==> config.mk <==
export PLATFORM = sky130hd
export DESIGN_NAME = timer_pwm
export DESIGN_NICKNAME = d
export VERILOG_FILES = /design/src/logic/timer_pwm_pkg.sv /design/src/logic/count_core.sv /design/src/logic/compare_unit.sv /design/src/logic/timer_pwm.sv
export SDC_FILE = /design/constraint.sdc
export NUM_CORES = 1
export LEC_CHECK = 0
export ABC_AREA = 1
export BUFFER_PORTS_ARGS = -buffer_cell sky130_fd_sc_hd__buf_2
export CAP_MARGIN = 20
export CORE_AREA = 2 2 132 134
export CTS_CLUSTER_DIAMETER = 60
export DETAILED_ROUTE_END_ITERATION = 16
export DIE_AREA = 0 0 134 136
export PLACE_DENSITY = 0.66
export SETUP_SLACK_MARGIN = 0.02
export SLEW_MARGIN = 20
export SYNTH_ARGS = -nofsm -noshare
export SYNTH_HDL_FRONTEND = slang
export SYNTH_SLANG_ARGS = --single-unit
==> constraint.sdc <==
create_clock -name core_clk -period 2 [get_ports core_clk]
set_input_delay 0.5 -clock core_clk [delete_from_list [all_inputs] [get_ports core_clk]]
set_output_delay 0.5 -clock core_clk [all_outputs]
set_load 0.005 [all_outputs]
==> src/logic/timer_pwm_pkg.sv <==
// shared constants and types for the two-channel compare and pwm timer
`default_nettype none
package timer_pwm_pkg;

  // ==========================================================================
  // register byte offsets, one aligned word each
  localparam logic [7:0] OFS_TIMER_CTRL = 8'h00;
  localparam logic [7:0] OFS_COUNTER    = 8'h04;
  localparam logic [7:0] OFS_MODULO     = 8'h08;
  localparam logic [7:0] OFS_CH0_CTRL   = 8'h0C;
  localparam logic [7:0] OFS_CH0_CMP    = 8'h10;
  localparam logic [7:0] OFS_CH_STRIDE  = 8'h08;

  // ==========================================================================
  // timer_control_status field positions
  localparam int TC_FLAG    = 7;
  localparam int TC_IRQ_EN  = 6;
  localparam int TC_HALT    = 5;
  localparam int TC_RESET   = 4;
  localparam int TC_PS_LSB  = 0;
  localparam int TC_PS_W    = 3;

  // channel control_status field positions
  localparam int CC_FLAG    = 7;
  localparam int CC_CFG_W   = 7;

  // ==========================================================================
  // reset values and encodings
  localparam logic [15:0] MODULO_RST   = 16'hFFFF;
  localparam logic        HALT_RST     = 1'b1;
  localparam logic [2:0]  PS_EXT       = 3'h7;
  localparam logic [5:0]  DIV_ALL      = 6'h3F;
  localparam logic [1:0]  ACT_TOGGLE   = 2'h1;
  localparam logic [1:0]  ACT_CLEAR    = 2'h2;
  localparam logic [1:0]  ACT_SET      = 2'h3;
  localparam logic [1:0]  HTRANS_NSEQ  = 2'h2;
  localparam logic        HRESP_OKAY   = 1'b0;
  localparam int          NUM_CH       = 2;

  // channel control bits in register order, bit 6 down to bit 0
  typedef struct packed {
    logic       irq_en;      // channel_irq_enable
    logic       mode_b;      // upper bit of channel_mode_field; channel_link_select on ch0
    logic       mode_a;      // lower bit of channel_mode_field
    logic [1:0] action;      // compare_action_field
    logic       tov;         // toggle_on_overflow
    logic       full_duty;   // full_duty_select
  } chan_cfg_t;

endpackage
`default_nettype wire

==> src/logic/count_core.sv <==
// prescaler and 16-bit modulo up-counter
`timescale 1ns/100ps
`default_nettype none
module count_core
  import timer_pwm_pkg::*;
(
  input  wire logic        core_clk,   // bus clock
  input  wire logic        rst_n,      // async reset, active low
  input  wire logic        tclk_pin,   // external timer clock pin
  input  wire logic [2:0]  prescale,   // prescaler select
  input  wire logic        halt,       // counter_halt_bit
  input  wire logic        clear,      // counter reset pulse
  input  wire logic [15:0] modulo,     // period_modulo_value
  output logic      [15:0] count_reg,  // counter value
  output logic             tick,       // counter advance pulse
  output logic             overflow    // counter reached modulo
);

  // ==========================================================================
  // prescaler
  logic [5:0] div_reg;
  logic       tclk_s1_reg;
  logic       tclk_s2_reg;
  logic       tclk_old_reg;
  logic [5:0] div_mask;

  always_ff @(posedge core_clk or negedge rst_n) begin
    if (!rst_n) begin
      tclk_s1_reg  <= 1'b0;
      tclk_s2_reg  <= 1'b0;
      tclk_old_reg <= 1'b0;
    end else begin
      tclk_s1_reg  <= tclk_pin;
      tclk_s2_reg  <= tclk_s1_reg;
      tclk_old_reg <= tclk_s2_reg;
    end
  end

  always_ff @(posedge core_clk or negedge rst_n) begin
    if (!rst_n) begin
      div_reg <= 6'h00;
    end else if (clear) begin
      div_reg <= 6'h00;
    end else if (!halt) begin
      div_reg <= div_reg + 6'h01;
    end
  end

  // low prescale bits all ones marks the end of each divided period
  assign div_mask = ~(DIV_ALL << prescale);
  assign tick     = !halt && !clear && ((prescale == PS_EXT) ? (tclk_s2_reg && !tclk_old_reg)
                                        : ((div_reg & div_mask) == div_mask));
  assign overflow = tick && (count_reg == modulo);

  // ==========================================================================
  // counter
  always_ff @(posedge core_clk or negedge rst_n) begin
    if (!rst_n) begin
      count_reg <= 16'h0000;
    end else if (clear) begin
      count_reg <= 16'h0000;
    end else if (overflow) begin
      count_reg <= 16'h0000;
    end else if (tick) begin
      count_reg <= count_reg + 16'h0001;
    end
  end

endmodule
`default_nettype wire

==> src/logic/compare_unit.sv <==
// one output compare channel: match detect and pin drive
`timescale 1ns/100ps
`default_nettype none
module compare_unit
  import timer_pwm_pkg::*;
(
  input  wire logic        core_clk,   // bus clock
  input  wire logic        rst_n,      // async reset, active low
  input  wire logic        enable,     // channel is in compare mode
  input  wire logic        tick,       // counter advance pulse
  input  wire logic        overflow,   // counter overflow pulse
  input  wire logic [15:0] count,      // counter value
  input  wire logic [15:0] cmp_value,  // compare value in control
  input  wire chan_cfg_t   cfg,        // channel configuration
  output logic             match,      // compare match pulse
  output logic             pin_reg     // channel pin level
);

  logic pin_next;

  // match as the counter arrives at the value, so the pulse after the
  // overflow toggle lasts exactly cmp_value ticks
  assign match = enable && tick
                 && (cmp_value == (overflow ? 16'h0000 : count + 16'h0001));

  // ==========================================================================
  // pin action; overflow toggle is applied after the compare action
  always_comb begin
    pin_next = pin_reg;
    if (cfg.full_duty && cfg.tov) begin
      pin_next = (cfg.action != ACT_SET);
    end else begin
      if (match) begin
        unique case (cfg.action)
          ACT_TOGGLE: pin_next = ~pin_reg;
          ACT_CLEAR:  pin_next = 1'b0;
          ACT_SET:    pin_next = 1'b1;
          default:    pin_next = pin_reg;
        endcase
      end
      if (overflow && cfg.tov) begin
        pin_next = ~pin_next;
      end
    end
  end

  always_ff @(posedge core_clk or negedge rst_n) begin
    if (!rst_n) begin
      pin_reg <= 1'b0;
    end else if (enable) begin
      pin_reg <= pin_next;
    end
  end

endmodule
`default_nettype wire

==> src/logic/timer_pwm.sv <==
// two-channel timer output side: buffered compare and pwm with ahb-lite registers
//
// Contract
// - link bit joins channels 0 and 1 onto channel0 pin, channel 0 first
// - channel 1 write takes control at next overflow; last written pair thereafter
// - linked: channel 0 control governs and reports; channel 1 control ignored
// - linked: channel1 pin released to general-purpose use
// - toggle-on-overflow toggles the pin each time counter reaches modulo
// - modulo 255, prescale 0 gives a 256-clock period
// - compare 128 with modulo 255 gives half-period pulse
// - compare interrupt at pulse end, overflow interrupt at period end
// - buffered: channel 1 width applies from next period; mid-period only when channel 1 pair is already active
// - mode field 01 unbuffered, 10 buffered
// - action field 10 clears, 11 sets on compare
// - link bit overrides channel 0 lower mode bit
// - toggle-on-overflow clear: no overflow toggle, zero duty
// - full duty bit plus toggle-on-overflow holds full duty
// - overflow flag sets at modulo; interrupt only when enabled
// - channel flag sets on match; interrupt only when enabled
// - overflow flag cleared by read-then-write-zero; new overflow keeps it
// - counter reset bit clears counter and prescaler, reads zero
`timescale 1ns/100ps
`default_nettype none
module timer_pwm
  import timer_pwm_pkg::*;
(
  input  wire logic        core_clk,       // bus clock, 40 MHz
  input  wire logic        rst_n,          // async reset, active low
  input  wire logic        hsel,           // ahb slave select
  input  wire logic [7:0]  haddr,          // ahb byte address
  input  wire logic [1:0]  htrans,         // ahb transfer type
  input  wire logic        hwrite,         // ahb write
  input  wire logic [2:0]  hsize,          // ahb size, word only
  input  wire logic [31:0] hwdata,         // ahb write data
  input  wire logic        hready,         // ahb bus ready
  output logic             hreadyout,      // ahb slave ready
  output logic      [31:0] hrdata,         // ahb read data
  output logic             hresp,          // ahb response
  input  wire logic        tclk_pin,       // external timer clock pin
  output logic             ch0_pin_out,    // channel0_pin level
  output logic             ch0_pin_oe_n,   // channel0_pin enable, low drives
  output logic             ch1_pin_out,    // channel1_pin level
  output logic             ch1_pin_oe_n,   // channel1_pin enable, low drives
  output logic             ch1_gpio_release, // channel1_pin free for port use
  output logic             overflow_irq,   // overflow interrupt request
  output logic             ch0_irq,        // channel 0 interrupt request
  output logic             ch1_irq         // channel 1 interrupt request
);

  // ==========================================================================
  // ahb-lite slave: zero wait, read data registered at the address phase
  logic        addr_take;
  logic        wr_pend_reg;
  logic [7:0]  wr_addr_reg;
  logic [31:0] rd_reg;
  logic [31:0] rd_next;
  logic        wr_ctrl;

  assign addr_take = hsel && hready && (htrans == HTRANS_NSEQ);
  assign hreadyout = 1'b1;
  assign hresp     = HRESP_OKAY;
  assign hrdata    = rd_reg;

  always_ff @(posedge core_clk or negedge rst_n) begin
    if (!rst_n) begin
      wr_pend_reg <= 1'b0;
      wr_addr_reg <= 8'h00;
    end else begin
      wr_pend_reg <= addr_take && hwrite;
      wr_addr_reg <= haddr;
    end
  end

  always_ff @(posedge core_clk or negedge rst_n) begin
    if (!rst_n) begin
      rd_reg <= 32'h0000_0000;
    end else if (addr_take && !hwrite) begin
      rd_reg <= rd_next;
    end
  end

  assign wr_ctrl = wr_pend_reg && (wr_addr_reg == OFS_TIMER_CTRL);

  // ==========================================================================
  // timer control and modulo
  logic        ovf_flag_reg;
  logic        ovf_armed_reg;
  logic        ovf_irq_en_reg;
  logic        halt_reg;
  logic [2:0]  prescale_reg;
  logic [15:0] modulo_reg;
  logic        count_clear;
  logic [15:0] count_q;
  logic        tick;
  logic        overflow;

  assign count_clear = wr_ctrl && hwdata[TC_RESET];

  always_ff @(posedge core_clk or negedge rst_n) begin
    if (!rst_n) begin
      ovf_irq_en_reg <= 1'b0;
      halt_reg       <= HALT_RST;
      prescale_reg   <= 3'h0;
    end else if (wr_ctrl) begin
      ovf_irq_en_reg <= hwdata[TC_IRQ_EN];
      halt_reg       <= hwdata[TC_HALT];
      prescale_reg   <= hwdata[TC_PS_LSB +: TC_PS_W];
    end
  end

  always_ff @(posedge core_clk or negedge rst_n) begin
    if (!rst_n) begin
      modulo_reg <= MODULO_RST;
    end else if (wr_pend_reg && (wr_addr_reg == OFS_MODULO)) begin
      modulo_reg <= hwdata[15:0];
    end
  end

  // a read arms the clear; an overflow disarms it so a late zero write is lost
  always_ff @(posedge core_clk or negedge rst_n) begin
    if (!rst_n) begin
      ovf_flag_reg  <= 1'b0;
      ovf_armed_reg <= 1'b0;
    end else begin
      if (overflow) begin
        ovf_flag_reg  <= 1'b1;
        ovf_armed_reg <= 1'b0;
      end else if (wr_ctrl && ovf_armed_reg && !hwdata[TC_FLAG]) begin
        ovf_flag_reg  <= 1'b0;
        ovf_armed_reg <= 1'b0;
      end else if (addr_take && !hwrite && haddr == OFS_TIMER_CTRL && ovf_flag_reg) begin
        ovf_armed_reg <= 1'b1;
      end
    end
  end

  assign overflow_irq = ovf_flag_reg && ovf_irq_en_reg;

  count_core u_count (
    .core_clk  (core_clk),
    .rst_n     (rst_n),
    .tclk_pin  (tclk_pin),
    .prescale  (prescale_reg),
    .halt      (halt_reg),
    .clear     (count_clear),
    .modulo    (modulo_reg),
    .count_reg (count_q),
    .tick      (tick),
    .overflow  (overflow)
  );

  // ==========================================================================
  // channel registers, flags and compare units
  chan_cfg_t   cfg_reg   [NUM_CH];
  logic [15:0] cmp_reg   [NUM_CH];
  logic        flag_reg  [NUM_CH];
  logic        armed_reg [NUM_CH];
  logic        ch_en     [NUM_CH];
  logic        match     [NUM_CH];
  logic        pin_q     [NUM_CH];
  logic [15:0] cmp_use   [NUM_CH];
  logic        link;
  logic        active_sel_reg;
  logic        pending_sel_reg;

  // link bit on channel 0 outranks its lower mode bit
  assign link     = cfg_reg[0].mode_b;
  assign ch_en[0] = link || (cfg_reg[0].mode_a && !cfg_reg[0].mode_b);
  assign ch_en[1] = !link && (cfg_reg[1].mode_a || cfg_reg[1].mode_b);
  assign cmp_use[0] = (link && active_sel_reg) ? cmp_reg[1] : cmp_reg[0];
  assign cmp_use[1] = cmp_reg[1];

  genvar gi;
  generate
    for (gi = 0; gi < NUM_CH; gi++) begin : g_ch
      localparam logic [7:0] OFS_CTRL = 8'(OFS_CH0_CTRL + gi * OFS_CH_STRIDE);
      localparam logic [7:0] OFS_CMP  = 8'(OFS_CH0_CMP + gi * OFS_CH_STRIDE);
      logic wr_cc;

      assign wr_cc = wr_pend_reg && (wr_addr_reg == OFS_CTRL);

      always_ff @(posedge core_clk or negedge rst_n) begin
        if (!rst_n) begin
          cfg_reg[gi] <= '0;
        end else if (wr_cc) begin
          cfg_reg[gi] <= hwdata[CC_CFG_W-1:0];
        end
      end

      always_ff @(posedge core_clk or negedge rst_n) begin
        if (!rst_n) begin
          cmp_reg[gi] <= 16'h0000;
        end else if (wr_pend_reg && (wr_addr_reg == OFS_CMP)) begin
          cmp_reg[gi] <= hwdata[15:0];
        end
      end

      // same read-then-write-zero clear as the overflow flag; set wins
      always_ff @(posedge core_clk or negedge rst_n) begin
        if (!rst_n) begin
          flag_reg[gi]  <= 1'b0;
          armed_reg[gi] <= 1'b0;
        end else begin
          if (match[gi]) begin
            flag_reg[gi]  <= 1'b1;
            armed_reg[gi] <= 1'b0;
          end else if (wr_cc && armed_reg[gi] && !hwdata[CC_FLAG]) begin
            flag_reg[gi]  <= 1'b0;
            armed_reg[gi] <= 1'b0;
          end else if (addr_take && !hwrite && haddr == OFS_CTRL && flag_reg[gi]) begin
            armed_reg[gi] <= 1'b1;
          end
        end
      end

      compare_unit u_cmp (
        .core_clk  (core_clk),
        .rst_n     (rst_n),
        .enable    (ch_en[gi]),
        .tick      (tick),
        .overflow  (overflow),
        .count     (count_q),
        .cmp_value (cmp_use[gi]),
        .cfg       (cfg_reg[gi]),
        .match     (match[gi]),
        .pin_reg   (pin_q[gi])
      );
    end
  endgenerate

  // ==========================================================================
  // buffered pair selector: swaps only on overflow, so width changes land on
  // period boundaries; writing the active pair is seen at once, as unbuffered
  always_ff @(posedge core_clk or negedge rst_n) begin
    if (!rst_n) begin
      active_sel_reg  <= 1'b0;
      pending_sel_reg <= 1'b0;
    end else if (!link) begin
      active_sel_reg  <= 1'b0;
      pending_sel_reg <= 1'b0;
    end else begin
      if (wr_pend_reg && wr_addr_reg == OFS_CH0_CMP + OFS_CH_STRIDE) begin
        pending_sel_reg <= 1'b1;
      end else if (wr_pend_reg && wr_addr_reg == OFS_CH0_CMP) begin
        pending_sel_reg <= 1'b0;
      end
      if (overflow) begin
        active_sel_reg <= pending_sel_reg;
      end
    end
  end

  // ==========================================================================
  // pins and interrupt requests
  assign ch0_pin_out      = pin_q[0];
  assign ch0_pin_oe_n     = !ch_en[0];
  assign ch1_pin_out      = pin_q[1];
  assign ch1_pin_oe_n     = !ch_en[1];
  assign ch1_gpio_release = link;
  assign ch0_irq          = flag_reg[0] && cfg_reg[0].irq_en;
  assign ch1_irq          = flag_reg[1] && cfg_reg[1].irq_en && !link;

  // ==========================================================================
  // read mux; reset bit and bit 3 read zero
  always_comb begin
    rd_next = 32'h0000_0000;
    unique case (haddr)
      OFS_TIMER_CTRL: rd_next[7:0] = {ovf_flag_reg, ovf_irq_en_reg, halt_reg, 2'h0,
                                      prescale_reg};
      OFS_COUNTER:    rd_next[15:0] = count_q;
      OFS_MODULO:     rd_next[15:0] = modulo_reg;
      OFS_CH0_CTRL:   rd_next[7:0] = {flag_reg[0], cfg_reg[0]};
      OFS_CH0_CMP:    rd_next[15:0] = cmp_reg[0];
      OFS_CH0_CTRL + OFS_CH_STRIDE: rd_next[7:0] = {flag_reg[1], cfg_reg[1]};
      OFS_CH0_CMP + OFS_CH_STRIDE:  rd_next[15:0] = cmp_reg[1];
      default:        rd_next = 32'h0000_0000;
    endcase
  end
endmodule
`default_nettype wire

==> metrics.md, run 1 <==
| Metric | Value |
|---|---|
| WP data required | 2.33 ns |
| Routability Congestion | 1.06 |
| Via count | 7731 |
| Slew margin rel. | 0.596 |
| Largest net degree at the start of global routing | 45 |
| Clock latency on the worst-skew pair | 0.44 ns |
| Drt initial violations | 874 |
| Violated checks | negative setup slack |
| Grt total ovfl | 0 |
| Die height | 136 um |
| Hold slack | 0.175 ns |
| Worst r2r src | modulo_reg[10]$_DFFE_PN1P_ |
| Router iterations before antenna repair | 5 |
| Clk buf depth | 2 |
| Critical Path Sink Type | flop |
| Clk sinks | 127 |
| Slew Limit Fails | 0 |
| Rows | 48 |
| Worst Reg-to-Reg Cells | 17 |
| Ys async rst share | 1.00 |
| Initial core utilization | 0.441 |
| Placed cells | 1437 |
| Number of synthesized flops with an enable pin | 0 |
| Post-Synthesis Cells | 1036 |
| CTS buffer count | 17 |
| Outcome | complete, but fails checks |
| Layout cells sized above 1 | 0.268 |
| Final worst-path cycle share | 1.27 |
| Hold depth | 1 |
| Nets | 1290 |
| Mapped Area | 7440 um^2 |
| Count of cell types in the netlist | 43 |
| CTS tree | built |
| Lkg Pwr | 5.63 nW |
| Core footprint | 16900 um^2 |
| Hold path start | tclk_pin |
| Worst reg2reg endpoint | g_ch[0].u_cmp.pin_reg$_DFFE_PN0N_ |
| Setup violators final | 18 |
| Average wire per standard cell | 17.3 um |
| Peak supply drop | 0.000627 V |
| I/O pin count | 93 |
| Cell Count, Final, Fillers Out | 1475 |
| H-tree depth | 4 |
| Utilization after layout | 0.588 |
| Setup crit start | modulo_reg[10]$_DFFE_PN1P_ |
| FMAX | 393 MHz |
| Post-DP HPWL | 19200 um |
| Top FF cell, synth | dfrtp_1 |
| Port Buffers | 55 |
| Largest register FFs | 32 |
| Worst Path Max Fanout | 8 |
| P per Cell Area | 809 nW/um^2 |
| Hold Path Sink | u_count.tclk_s1_reg$_DFF_PN0_ |
| Reg2reg setup slack | -0.55 ns |
| CP Launch Type | flop |
| Number of max-cap violations | 0 |
| Final worst slack | -0.547 ns |
| Post-synthesis sequential area ratio | 0.430 |
| Die Area | 18200 um^2 |
| Gr usage total | 0.286 |
| Crit path kind | flop to flop |
| Synthesized flop and latch total | 127 |
| Clock skew | 0.0126 ns |
| DRC viols | 0 |
| Slew at the pin closest to its max-slew limit | 0.605 ns |
| Final count of hold timing violations | 0 |
| Die W | 134 um |
| RSZ-0062 raised after global routing | yes |
| Area delta synth->final | 33.2% |
| Syn Area/Cell | 7.18 um^2 |
| Global-route wire length before repair | 39400 um |
| CTS Root Cell | clkbuf_16 |
| Antenna cell count | 0 |
| Min Tclk post-route | 2.55 ns |
| Routed Antenna Nets | 0 |
| Vias in the first global route | 7265 |
| Ys Warns | 0 |
| Worst-path clk slew | 0.06 ns |
| Critical Path AT | 2.88 ns |
| Worst min-delay path category | input port to flop |
| Drt via density | 5.24 |
| Initial antenna violation count | 0 |
| Detailed Route WL | 25500 um |
[what timing repair did]
| action | CTS | global route |
|---|---|---|
| setup endpoints to repair | 25 | 25 |
| resized for setup | 18 | 34 |
| pin swaps | 1 | 5 |
| hold endpoints to repair | 20 | 0 |
| hold buffers | 1 | 0 |
| cloned | 0 | 1 |
| setup buffers | 1 | 3 |
[layer usage]
layer	vias to the layer above	GRT usage	share of wire
li1	3697	-	-
met1	3599	0.403	0.44
met2	378	0.433	0.44
met3	57	0.0563	0.090
met4	0	0.115	0.033
met5	-	0	0
[where the power goes]
part | switching (mW) | internal [mW] | total [mW]
logic | 1.12 | 0.739 | 1.86
clock network | 1.24 | 2.23 | 3.47
registers | 0.0525 | 2.64 | 2.69
total | 2.41 | 5.60 | 8.02
[through the flow]
| stage | power, mW | instance area (um^2) | worst slack, ns | TNS, ns |
|---|---|---|---|---|
| after global routing | 8.34 | 9920 | -0.656 | -5.64 |
| final | 8.02 | 9920 | -0.547 | -2.96 |
| after floorplan | 3.64 | 7520 | -0.0597 | -0.118 |
| after global placement | 4.42 | 9030 | -0.590 | -5.67 |
| after CTS | 7.93 | 9760 | -0.447 | -2.19 |
| after detailed placement | 4.42 | 9030 | -0.558 | -5.40 |
[kinds of logic after synthesis]
kind of cell    count (synthesis)  synth area share
buf+inv                       213             0.121
other cells                     2           0.00101
simple gates                  491             0.281
xor+xnor                       20            0.0245
fa+ha+maj                       2           0.00336
compound gates                181             0.140
flops                         127             0.430
[worst max-delay path: stages (launching register included)]
cell and delay, ns:
dfstp_2 0.56, xnor2_2 0.14, nand2_1 0.10, nor2_2 0.18
nand2_1 0.11, nor2_4 0.13, nand2_4 0.11, buf_6 0.17
nand3_1 0.10, nand2_2 0.08, nor2_1 0.12, nand2_1 0.08
nor2_2 0.16, nand4_1 0.10, nand3b_1 0.11, nand3_1 0.08
nand2_1 0.07, nand2_1 0.04
[Yosys cell counts, types with 2 or more instances]
library cell	instances	area [um^2]
clkbuf_1	24	90.1
a221oi_1	14	123
xnor2_1	9	78.8
nand3_1	62	310
o21ai_1	3	15.0
nor3b_1	2	15.0
o21ai_0	111	556
inv_1	158	593
nand4_1	11	68.8
buf_4	19	143
ha_1	2	25.0
dfstp_2	17	447
buf_6	3	33.8
and3_1	2	12.5
inv_2	6	22.5
xor2_1	10	87.6
nand2_2	4	25.0
nor2_1	72	270
o221ai_1	2	17.5
nand3_2	4	40.0
o22ai_1	33	206
buf_2	3	15.0
nand2_1	301	1130
nor4_1	2	12.5
nor2_2	10	62.6
nor2_4	2	22.5
nor3_1	14	70.1
conb_1	2	7.51
nand3b_1	3	22.5
dfrtp_1	110	2750
a21o_1	3	22.5
a21oi_1	7	35.0
[final cells by class]
class / count / area [um^2]
clock buffers: 21 / 480
clock inverters: 11 / 175
fillers: 1500 / 6960
inverters: 164 / 618
multi-input cells: 712 / 3560
flip-flops and latches: 127 / 3200
well taps: 225 / 282
repair buffers: 215 / 1600
[layout by cell type (no fill, tap or decap), drive strengths merged]
cell type,netlist,routed
a32oi,1,1
a22o,1,1
clkbuf,24,22
o221ai,2,2
dlygate4sd3,0,1
o22ai,33,33
o211ai,1,1
dfstp,17,17
o21ai,114,114
a21o,3,3
buf,25,213
inv,164,167
xnor2,9,9
o2111ai,1,1
bufinv,0,4
and3,2,2
a221oi,14,14
nor4,2,2
nor3,15,15
nor2,84,84
o21bai,1,1
a2111oi,1,1
clkinvlp,0,2
nand2,306,306
xor2,11,11
clkinv,0,2
nand4,11,11
dfrtp,110,110
ha,2,2
nand3,66,66
a21oi,8,8
conb,2,18
a22oi,1,1
nor3b,2,2
nand3b,3,3
[how the worst max path moves through the flow]
stage,to,slack [ns],cells past startpoint
final,g_ch[0].u_cmp.pin_reg$_DFFE_PN0N_,-0.55,17
after floorplan,g_ch[0].u_cmp.pin_reg$_DFFE_PN0N_,-0.06,20
after global placement,g_ch[0].u_cmp.pin_reg$_DFFE_PN0N_,-0.59,18
after CTS,g_ch[0].u_cmp.pin_reg$_DFFE_PN0N_,-0.45,18
after global routing,g_ch[0].u_cmp.pin_reg$_DFFE_PN0N_,-0.66,18
after detailed placement,g_ch[0].u_cmp.pin_reg$_DFFE_PN0N_,-0.56,18
Note: power is estimated with default switching activity, not from simulation.
==> run 2, diff against run 1 <==
--- a/config.mk
+++ b/config.mk
@@ -12,7 +12,7 @@
 export CTS_CLUSTER_DIAMETER = 60
 export DETAILED_ROUTE_END_ITERATION = 16
 export DIE_AREA = 0 0 134 136
-export PLACE_DENSITY = 0.66
+export PLACE_DENSITY = 0.63
 export SETUP_SLACK_MARGIN = 0.02
 export SLEW_MARGIN = 20
 export SYNTH_ARGS = -nofsm -noshare
==> constraint.sdc (replaced) <==
create_clock -name core_clk -period 2 [get_ports core_clk]
set_input_delay 0.5 -clock core_clk [delete_from_list [all_inputs] [get_ports core_clk]]
set_output_delay 0.5 -clock core_clk [all_outputs]
set_load 0.1 [all_outputs]
==> metrics.md, run 2 (synthesized netlist as in run 1, its figures left out) <==
| Metric | Value |
|---|---|
| Final count of hold timing violations | 0 (unchanged) |
| Critical Path Sink Type | flop |
| Crit path kind | flop to flop |
| Die Area | 18200 um^2 (unchanged) |
| Post-DP HPWL | 19600 um (+2.0%) |
| Worst r2r src | modulo_reg[13]$_DFFE_PN1P_ |
| Layout cells sized above 1 | 0.269 (+0.000894) |
| Port Buffers | 55 (unchanged) |
| Lkg Pwr | 5.69 nW (+1.1%) |
| P per Cell Area | 827 nW/um^2 (+2.3%) |
| RSZ-0062 raised after global routing | yes |
| CTS Root Cell | clkbuf_16 |
| Hold_buf cts | 0 (-1) |
| Gr usage total | 0.294 (+0.00763) |
| Core footprint | 16900 um^2 (unchanged) |
| Die height | 136 um (unchanged) |
| FMAX | 395 MHz (+0.54%) |
| Antenna cell count | 0 (unchanged) |
| Routed Antenna Nets | 0 (unchanged) |
| Hold slack | 0.0599 ns (-0.115 ns) |
| Vias in the first global route | 7266 (+0.014%) |
| DP Area | 9200 um^2 (+1.9%) |
| Drt via density | 5.18 (-1.2%) |
| Clock skew | 0.00858 ns (-0.00404 ns) |
| Worst Reg-to-Reg Cells | 17 (unchanged) |
| Via count | 7674 (-0.74%) |
| Reg2reg setup slack | -0.53 ns (about the same) |
| Most frequent cells in the layout | nand2_1 (288), buf_4 (158), inv_1 (153), o21ai_0 (109), dfrtp_1 (109) |
| Total chip power | 8.30 mW (+3.5%) |
| CP most frequent cell | nand2_1 |
| Crit-path max cell delay | 0.60 ns (+0.04 ns) |
| Slew Limit Fails | 0 (unchanged) |
| Min Tclk post-route | 2.53 ns (-0.0137 ns) |
| Setup violators final | 8 (-10) |
| Nets | 1297 (+0.54%) |
| Initial antenna violation count | 1 (+1) |
| Slew at the pin closest to its max-slew limit | 0.753 ns (+0.149 ns) |
| Peak supply drop | 0.000612 V (-2.4%) |
| Fin Setup TNS | -2.73 ns (+0.236 ns) |
| WP data required | 2.31 ns (-0.02 ns) |
| CTS tree | built |
| Clk sinks | 127 (unchanged) |
| Slowest cell on crit path | dfstp_2 |
| Final worst slack | -0.533 ns (+0.0137 ns) |
| Clock latency on the worst-skew pair | 0.42 ns (-0.02 ns) |
| DP Worst Slack | -0.658 ns (-0.0998 ns) |
| Worst-path clk slew | 0.06 ns (about the same) |
| Most common cell after layout, fill and taps aside | nand2_1 |
| CP Launch Type | flop |
| Initial core utilization | 0.441 (unchanged) |
| Rows | 48 (unchanged) |
| CTS buffer count | 17 (unchanged) |
| Area of the multi-input gates | 3570 um^2 (+0.18%) |
| Largest net degree at the start of global routing | 39 (-13%) |
| Worst Path Max Fanout | 27 (+19) |
| DRC viols | 0 (unchanged) |
| Largest register FFs | 32 (unchanged) |
| Outcome | complete, but fails checks |
| Average wire per standard cell | 17.3 um (about the same) |
| # fillers | 1572 (+4.8%) |
| Final worst-path cycle share | 1.27 (-0.00683) |
| Die W | 134 um (unchanged) |
| H-tree depth | 4 (unchanged) |
| Clk buf depth | 2 (unchanged) |
| I/O pin count | 93 (unchanged) |
| Drt initial violations | 789 (-9.7%) |
| Setup crit start | modulo_reg[13]$_DFFE_PN1P_ |
| Routability Congestion | 1.01 (-5.1%) |
| CP Cell Sequence | xnor2_2 -> nand2_1 -> nor2_2 -> nand2_2 -> nor2_4 -> nand2_4 -> buf_12 -> nand3_1 -> nand2_1 -> nor2_1 -> nand2_1 -> nor2_2 -> nand4_1 -> nand3b_1 -> nand3_1 -> nand2_1 -> nand2_1 |
| Slew margin rel. | 0.485 (-0.111) |
| Router iterations before antenna repair | 5 (unchanged) |
| Area delta synth->final | 34.7% |
| Number of max-cap violations | 0 (unchanged) |
| Register area | 3200 um^2 (+0.12%) |
| Final Instance Area | 10000 um^2 (+1.1%) |
| Critical Path AT | 2.84 ns (-0.04 ns) |
| Worst reg2reg endpoint | g_ch[0].u_cmp.pin_reg$_DFFE_PN0N_ |
| Grt total ovfl | 0 (unchanged) |
| Global-route wire length before repair | 40300 um (+2.3%) |
| Violated checks | negative setup slack |
| Worst min-delay path category | input port to async pin |
| Detailed Route WL | 25700 um (+0.53%) |
## run 2: changes by cell type in the layout (fill, tap and decap cells not counted), sizes merged
| cell | delta |
|---|---|
| dlygate4sd3 | -1 |
| buf | +9 |
| bufinv | +1 |
| inv | -1 |
| clkbuf | -2 |
| clkinv | +2 |
| clkinvlp | -1 |
## run 2: how the worst max path moves through the flow
stage | end
finish | g_ch[0].u_cmp.pin_reg$_DFFE_PN0N_
global placement | g_ch[0].u_cmp.pin_reg$_DFFE_PN0N_
CTS | g_ch[0].u_cmp.pin_reg$_DFFE_PN0N_
floorplan | g_ch[0].u_cmp.pin_reg$_DFFE_PN0N_
global route | g_ch[1].u_cmp.pin_reg$_DFFE_PN0P_
detailed placement | g_ch[0].u_cmp.pin_reg$_DFFE_PN0N_
## run 2: power by group
| part | internal (mW) | switching, mW | total (mW) | leakage, nW |
|---|---|---|---|---|
| combinational | 0.745 | 1.37 | 2.11 | 4.03 |
| sequential | 2.64 | 0.0522 | 2.69 | 1.34 |
| clock | 2.29 | 1.21 | 3.49 | 0.321 |
## run 2: repair_timing
| item | CTS | global route |
|---|---|---|
| gates resized for setup | 20 | 22 |
| endpoints found under the hold margin | 0 | 0 |
| setup endpoints to repair | 28 | 30 |
| setup buffers | 2 | 2 |
| pin swaps | 6 | 7 |
| gates cloned | 0 | 1 |
## run 2: routing by layer
layer	GRT usage	up-vias	wire length [um]
met5	0	-	0
met4	0.0768	0	405
met3	0.0597	35	2270
met2	0.453	337	11400
met1	0.422	3594	11500
li1	-	3708	-
## run 2: through the flow
stage | cells | util
after floorplan | 1052 | -
after global placement | 1446 | 0.545
after detailed placement | 1446 | 0.545
after CTS | 1479 | 0.589
after global routing | 1482 | 0.594
final | 1482 | 0.594
## run 2: critical path: cells and delay by family (launching register included)
family | cells | cell delay [ns]
DFF | 1 | 0.60
and+or+nand+nor | 15 | 1.48
buffers and inverters | 1 | 0.18
xor gates and xnor gates | 1 | 0.14
## run 2: area by class of cell
| cell class | count | share of cell area |
|---|---|---|
| tap | 225 | 0.0281 |
| multi-input combinational | 712 | 0.356 |
| timing repair buffer | 222 | 0.168 |
| clock inverter | 12 | 0.0206 |
| clock buffer | 20 | 0.0455 |
| inverter | 164 | 0.0619 |
| sequential | 127 | 0.319 |
==> run 3, diff against run 2 <==
--- a/config.mk
+++ b/config.mk
@@ -8,11 +8,13 @@
 export ABC_AREA = 1
 export BUFFER_PORTS_ARGS = -buffer_cell sky130_fd_sc_hd__buf_2
 export CAP_MARGIN = 20
-export CORE_AREA = 2 2 132 134
+export CELL_PAD_IN_SITES_DETAIL_PLACEMENT = 0
+export CELL_PAD_IN_SITES_GLOBAL_PLACEMENT = 2
+export CORE_AREA = 2 2 161 163
 export CTS_CLUSTER_DIAMETER = 60
 export DETAILED_ROUTE_END_ITERATION = 16
-export DIE_AREA = 0 0 134 136
-export PLACE_DENSITY = 0.63
+export DIE_AREA = 0 0 163 165
+export PLACE_DENSITY = 0.73
 export SETUP_SLACK_MARGIN = 0.02
 export SLEW_MARGIN = 20
 export SYNTH_ARGS = -nofsm -noshare
==> metrics.md, run 3 (synthesized netlist as in run 1, its figures left out) <==
| Metric | Value |
|---|---|
| Critical Path Sink | g_ch[1].u_cmp.pin_reg$_DFFE_PN0P_ |
| Slew Limit Fails | 0 (unchanged) |
| Clock skew | 0.0159 ns (+0.00735 ns) |
| Min Tclk post-route | 2.49 ns (-0.0450 ns) |
| RSZ-0062 raised after global routing | yes |
| P per Cell Area | 761 nW/um^2 (-8.0%) |
| DP Worst Slack | -0.566 ns (+0.0922 ns) |
| Slew at the pin closest to its max-slew limit | 0.730 ns (-0.0232 ns) |
| Register share of total power | 0.329 (+0.005) |
| Clock power frac | 0.400 (-0.021) |
| Final worst slack | -0.488 ns (+0.0450 ns) |
| Worst-path clk slew | 0.07 ns (about the same) |
| Global-route wire length before repair | 44600 um (+11%) |
| Sw frac | 0.353 (+0.0360) |
| Routability Congestion | 0.921 (-8.4%) |
| CP Launch Type | flop |
| Die height | 165 um (+21%) |
| Fin Setup TNS | -2.52 ns (+0.204 ns) |
| Initial core utilization | 0.297 (-0.144) |
| Largest net degree at the start of global routing | 50 (+28%) |
| Layout cells sized above 1 | 0.333 (+0.0642) |
| Largest register FFs | 32 (unchanged) |
| Core footprint | 25000 um^2 (+48%) |
| Via count | 7617 (-0.74%) |
| Drt initial violations | 494 (-37%) |
| Most frequent cells in the layout | nand2_1 (273), buf_4 (167), inv_1 (148), dfrtp_1 (106), o21ai_0 (104) |
| Router iterations before antenna repair | 5 (unchanged) |
| Average wire per standard cell | 17.8 um (+2.9%) |
| Cell Count, Final, Fillers Out | 1612 (+8.8%) |
| Worst reg2reg endpoint | g_ch[1].u_cmp.pin_reg$_DFFE_PN0P_ |
| Gr usage total | 0.223 (-0.0708) |
| Clk sinks | 127 (unchanged) |
| Total chip power | 8.17 mW (-1.5%) |
| Worst min-delay path category | input port to flop |
| # fillers | 2589 (+65%) |
| Area of the multi-input gates | 3860 um^2 (+8.0%) |
| Worst r2r src | modulo_reg[4]$_DFFE_PN1P_ |
| Detailed Route WL | 28700 um (+12%) |
| Reg2reg setup slack | -0.49 ns (+0.05 ns) |
| Most common cell after layout, fill and taps aside | nand2_1 |
| Violated checks | negative setup slack |
| Gate power share | 0.271 (+0.016) |
| DRC viols | 0 (unchanged) |
| Area delta synth->final | 44.2% |
| Worst Path Max Fanout | 5 (-81%) |
| Setup crit start | modulo_reg[4]$_DFFE_PN1P_ |
| Vias in the first global route | 7643 (+5.2%) |
| CTS buffer count | 17 (unchanged) |
| Number of max-cap violations | 0 (unchanged) |
| Psw | 2.88 mW (+9.7%) |
| Routed Antenna Nets | 0 (unchanged) |
| Register area | 3210 um^2 (+0.12%) |
| Critical Path Sink Type | flop |
| CTS Root Cell | clkbuf_16 |
| Setup violators final | 7 (-1) |
| Initial antenna violation count | 0 (-1) |
| Clk buf depth | 2 (unchanged) |
| Outcome | complete, but fails checks |
| Peak supply drop | 0.000518 V (-15%) |
| Slew margin rel. | 0.508 (+0.0233) |
| FMAX | 402 MHz (+1.8%) |
| Worst Reg-to-Reg Cells | 18 (+1) |
| Final worst-path cycle share | 1.24 (-0.0225) |
| Antenna cell count | 0 (unchanged) |
| Final count of hold timing violations | 0 (unchanged) |
| Die W | 163 um (+22%) |
| WP data required | 2.33 ns (+0.02 ns) |
| Pint | 5.29 mW (-6.7%) |
| Lkg Pwr | 5.86 nW (+3.0%) |
| Crit path kind | flop to flop |
| Grt total ovfl | 0 (unchanged) |
| CTS tree | built |
| Die Area | 26900 um^2 (+48%) |
| Post-DP HPWL | 22000 um (+12%) |
| Critical Path AT | 2.82 ns (-0.02 ns) |
| Nets | 1322 (+1.9%) |
| H-tree depth | 4 (unchanged) |
| Port Buffers | 55 (unchanged) |
| I/O pin count | 93 (unchanged) |
| Placed cells | 1560 (+7.9%) |
| Rows | 58 (+21%) |
| Clock latency on the worst-skew pair | 0.43 ns (about the same) |
| Drt via density | 4.73 (-8.7%) |
run 3: cell count changes in the layout (fill, tap and decap cells not counted), moves of 5 or more:
cell	before	now
buf_4	158	167
buf_6	1	9
inv_1	153	148
inv_2	9	14
nand2_1	288	273
nand2_2	17	31
nand3_1	58	42
nand3_2	8	19
nand3_4	0	5
nor2_1	64	52
nor2_2	13	22
o21ai_0	109	104
run 3: worst min-delay path by stage:
stage,from,to,slack (ns),depth (start not counted)
floorplan,rst_n,active_sel_reg$_DFFE_PN0P_,0.20,0
global placement,u_count.tclk_s1_reg$_DFF_PN0_,u_count.tclk_s2_reg$_DFF_PN0_,0.33,0
detailed placement,rst_n,hrdata[12]$_DFFE_PN0P_,0.34,1
CTS,tclk_pin,u_count.tclk_s1_reg$_DFF_PN0_,0.15,1
global route,tclk_pin,u_count.tclk_s1_reg$_DFF_PN0_,0.15,1
finish,tclk_pin,u_count.tclk_s1_reg$_DFF_PN0_,0.17,1
run 3: stage by stage:
step | area (um^2) | util | hold WS (ns)
detailed placement | 9390 | 0.375 | 0.336
global placement | 9390 | 0.375 | 0.332
finish | 10700 | 0.429 | 0.171
floorplan | 7560 | - | 0.204
CTS | 10400 | 0.415 | 0.151
global route | 10700 | 0.429 | 0.148
run 3: worst max-delay path: stages, from the launching register on:
cell and delay [ns]:
dfstp_2 0.56, xnor2_2 0.12, nand2_1 0.11, nor2_4 0.14, nand2_2 0.08, nor2_4 0.16
nand2_8 0.09, buf_12 0.14, buf_16 0.13, nand3_1 0.08, nand2_1 0.08, nor2_1 0.12
nand3_1 0.10, nor2_2 0.11, nand3_1 0.08, nand3_1 0.10, nand3_1 0.08, nand2_1 0.06
nand2_1 0.04
run 3: routing by layer:
layer | vias to the layer above | track usage | wire length, um
met5 | - | 0 | 0
met4 | 0 | 0.0784 | 920
met3 | 48 | 0.0392 | 1160
met2 | 200 | 0.384 | 13900
met1 | 3605 | 0.281 | 12700
li1 | 3764 | - | -
run 3: layout make-up:
class | count | share of cell area
clock inverters | 14 | 0.0160
flip-flops and latches | 127 | 0.299
repair buffers | 247 | 0.189
multi-input cells | 712 | 0.359
inverters | 164 | 0.0587
well taps | 330 | 0.0385
clock buffers | 18 | 0.0400
run 3: power by group through the flow:
stage | logic, mW | registers [mW] | clock network [mW]
global route | 2.41 | 2.69 | 3.45
floorplan | 1.07 | 2.82 | 0
global placement | 2.03 | 2.73 | 0
detailed placement | 2.02 | 2.73 | 0
finish | 2.22 | 2.69 | 3.26
CTS | 2.10 | 2.68 | 3.34
run 3: timing repair:
action / in CTS / in global routing
setup endpoints to repair: 22 / 33
buffers inserted: 10 / 6
hold buffers: 1 / 0
resized for setup: 64 / 78
pin swaps: 25 / 31
endpoints found under the hold margin: 10 / 0
gates cloned: 4 / 1
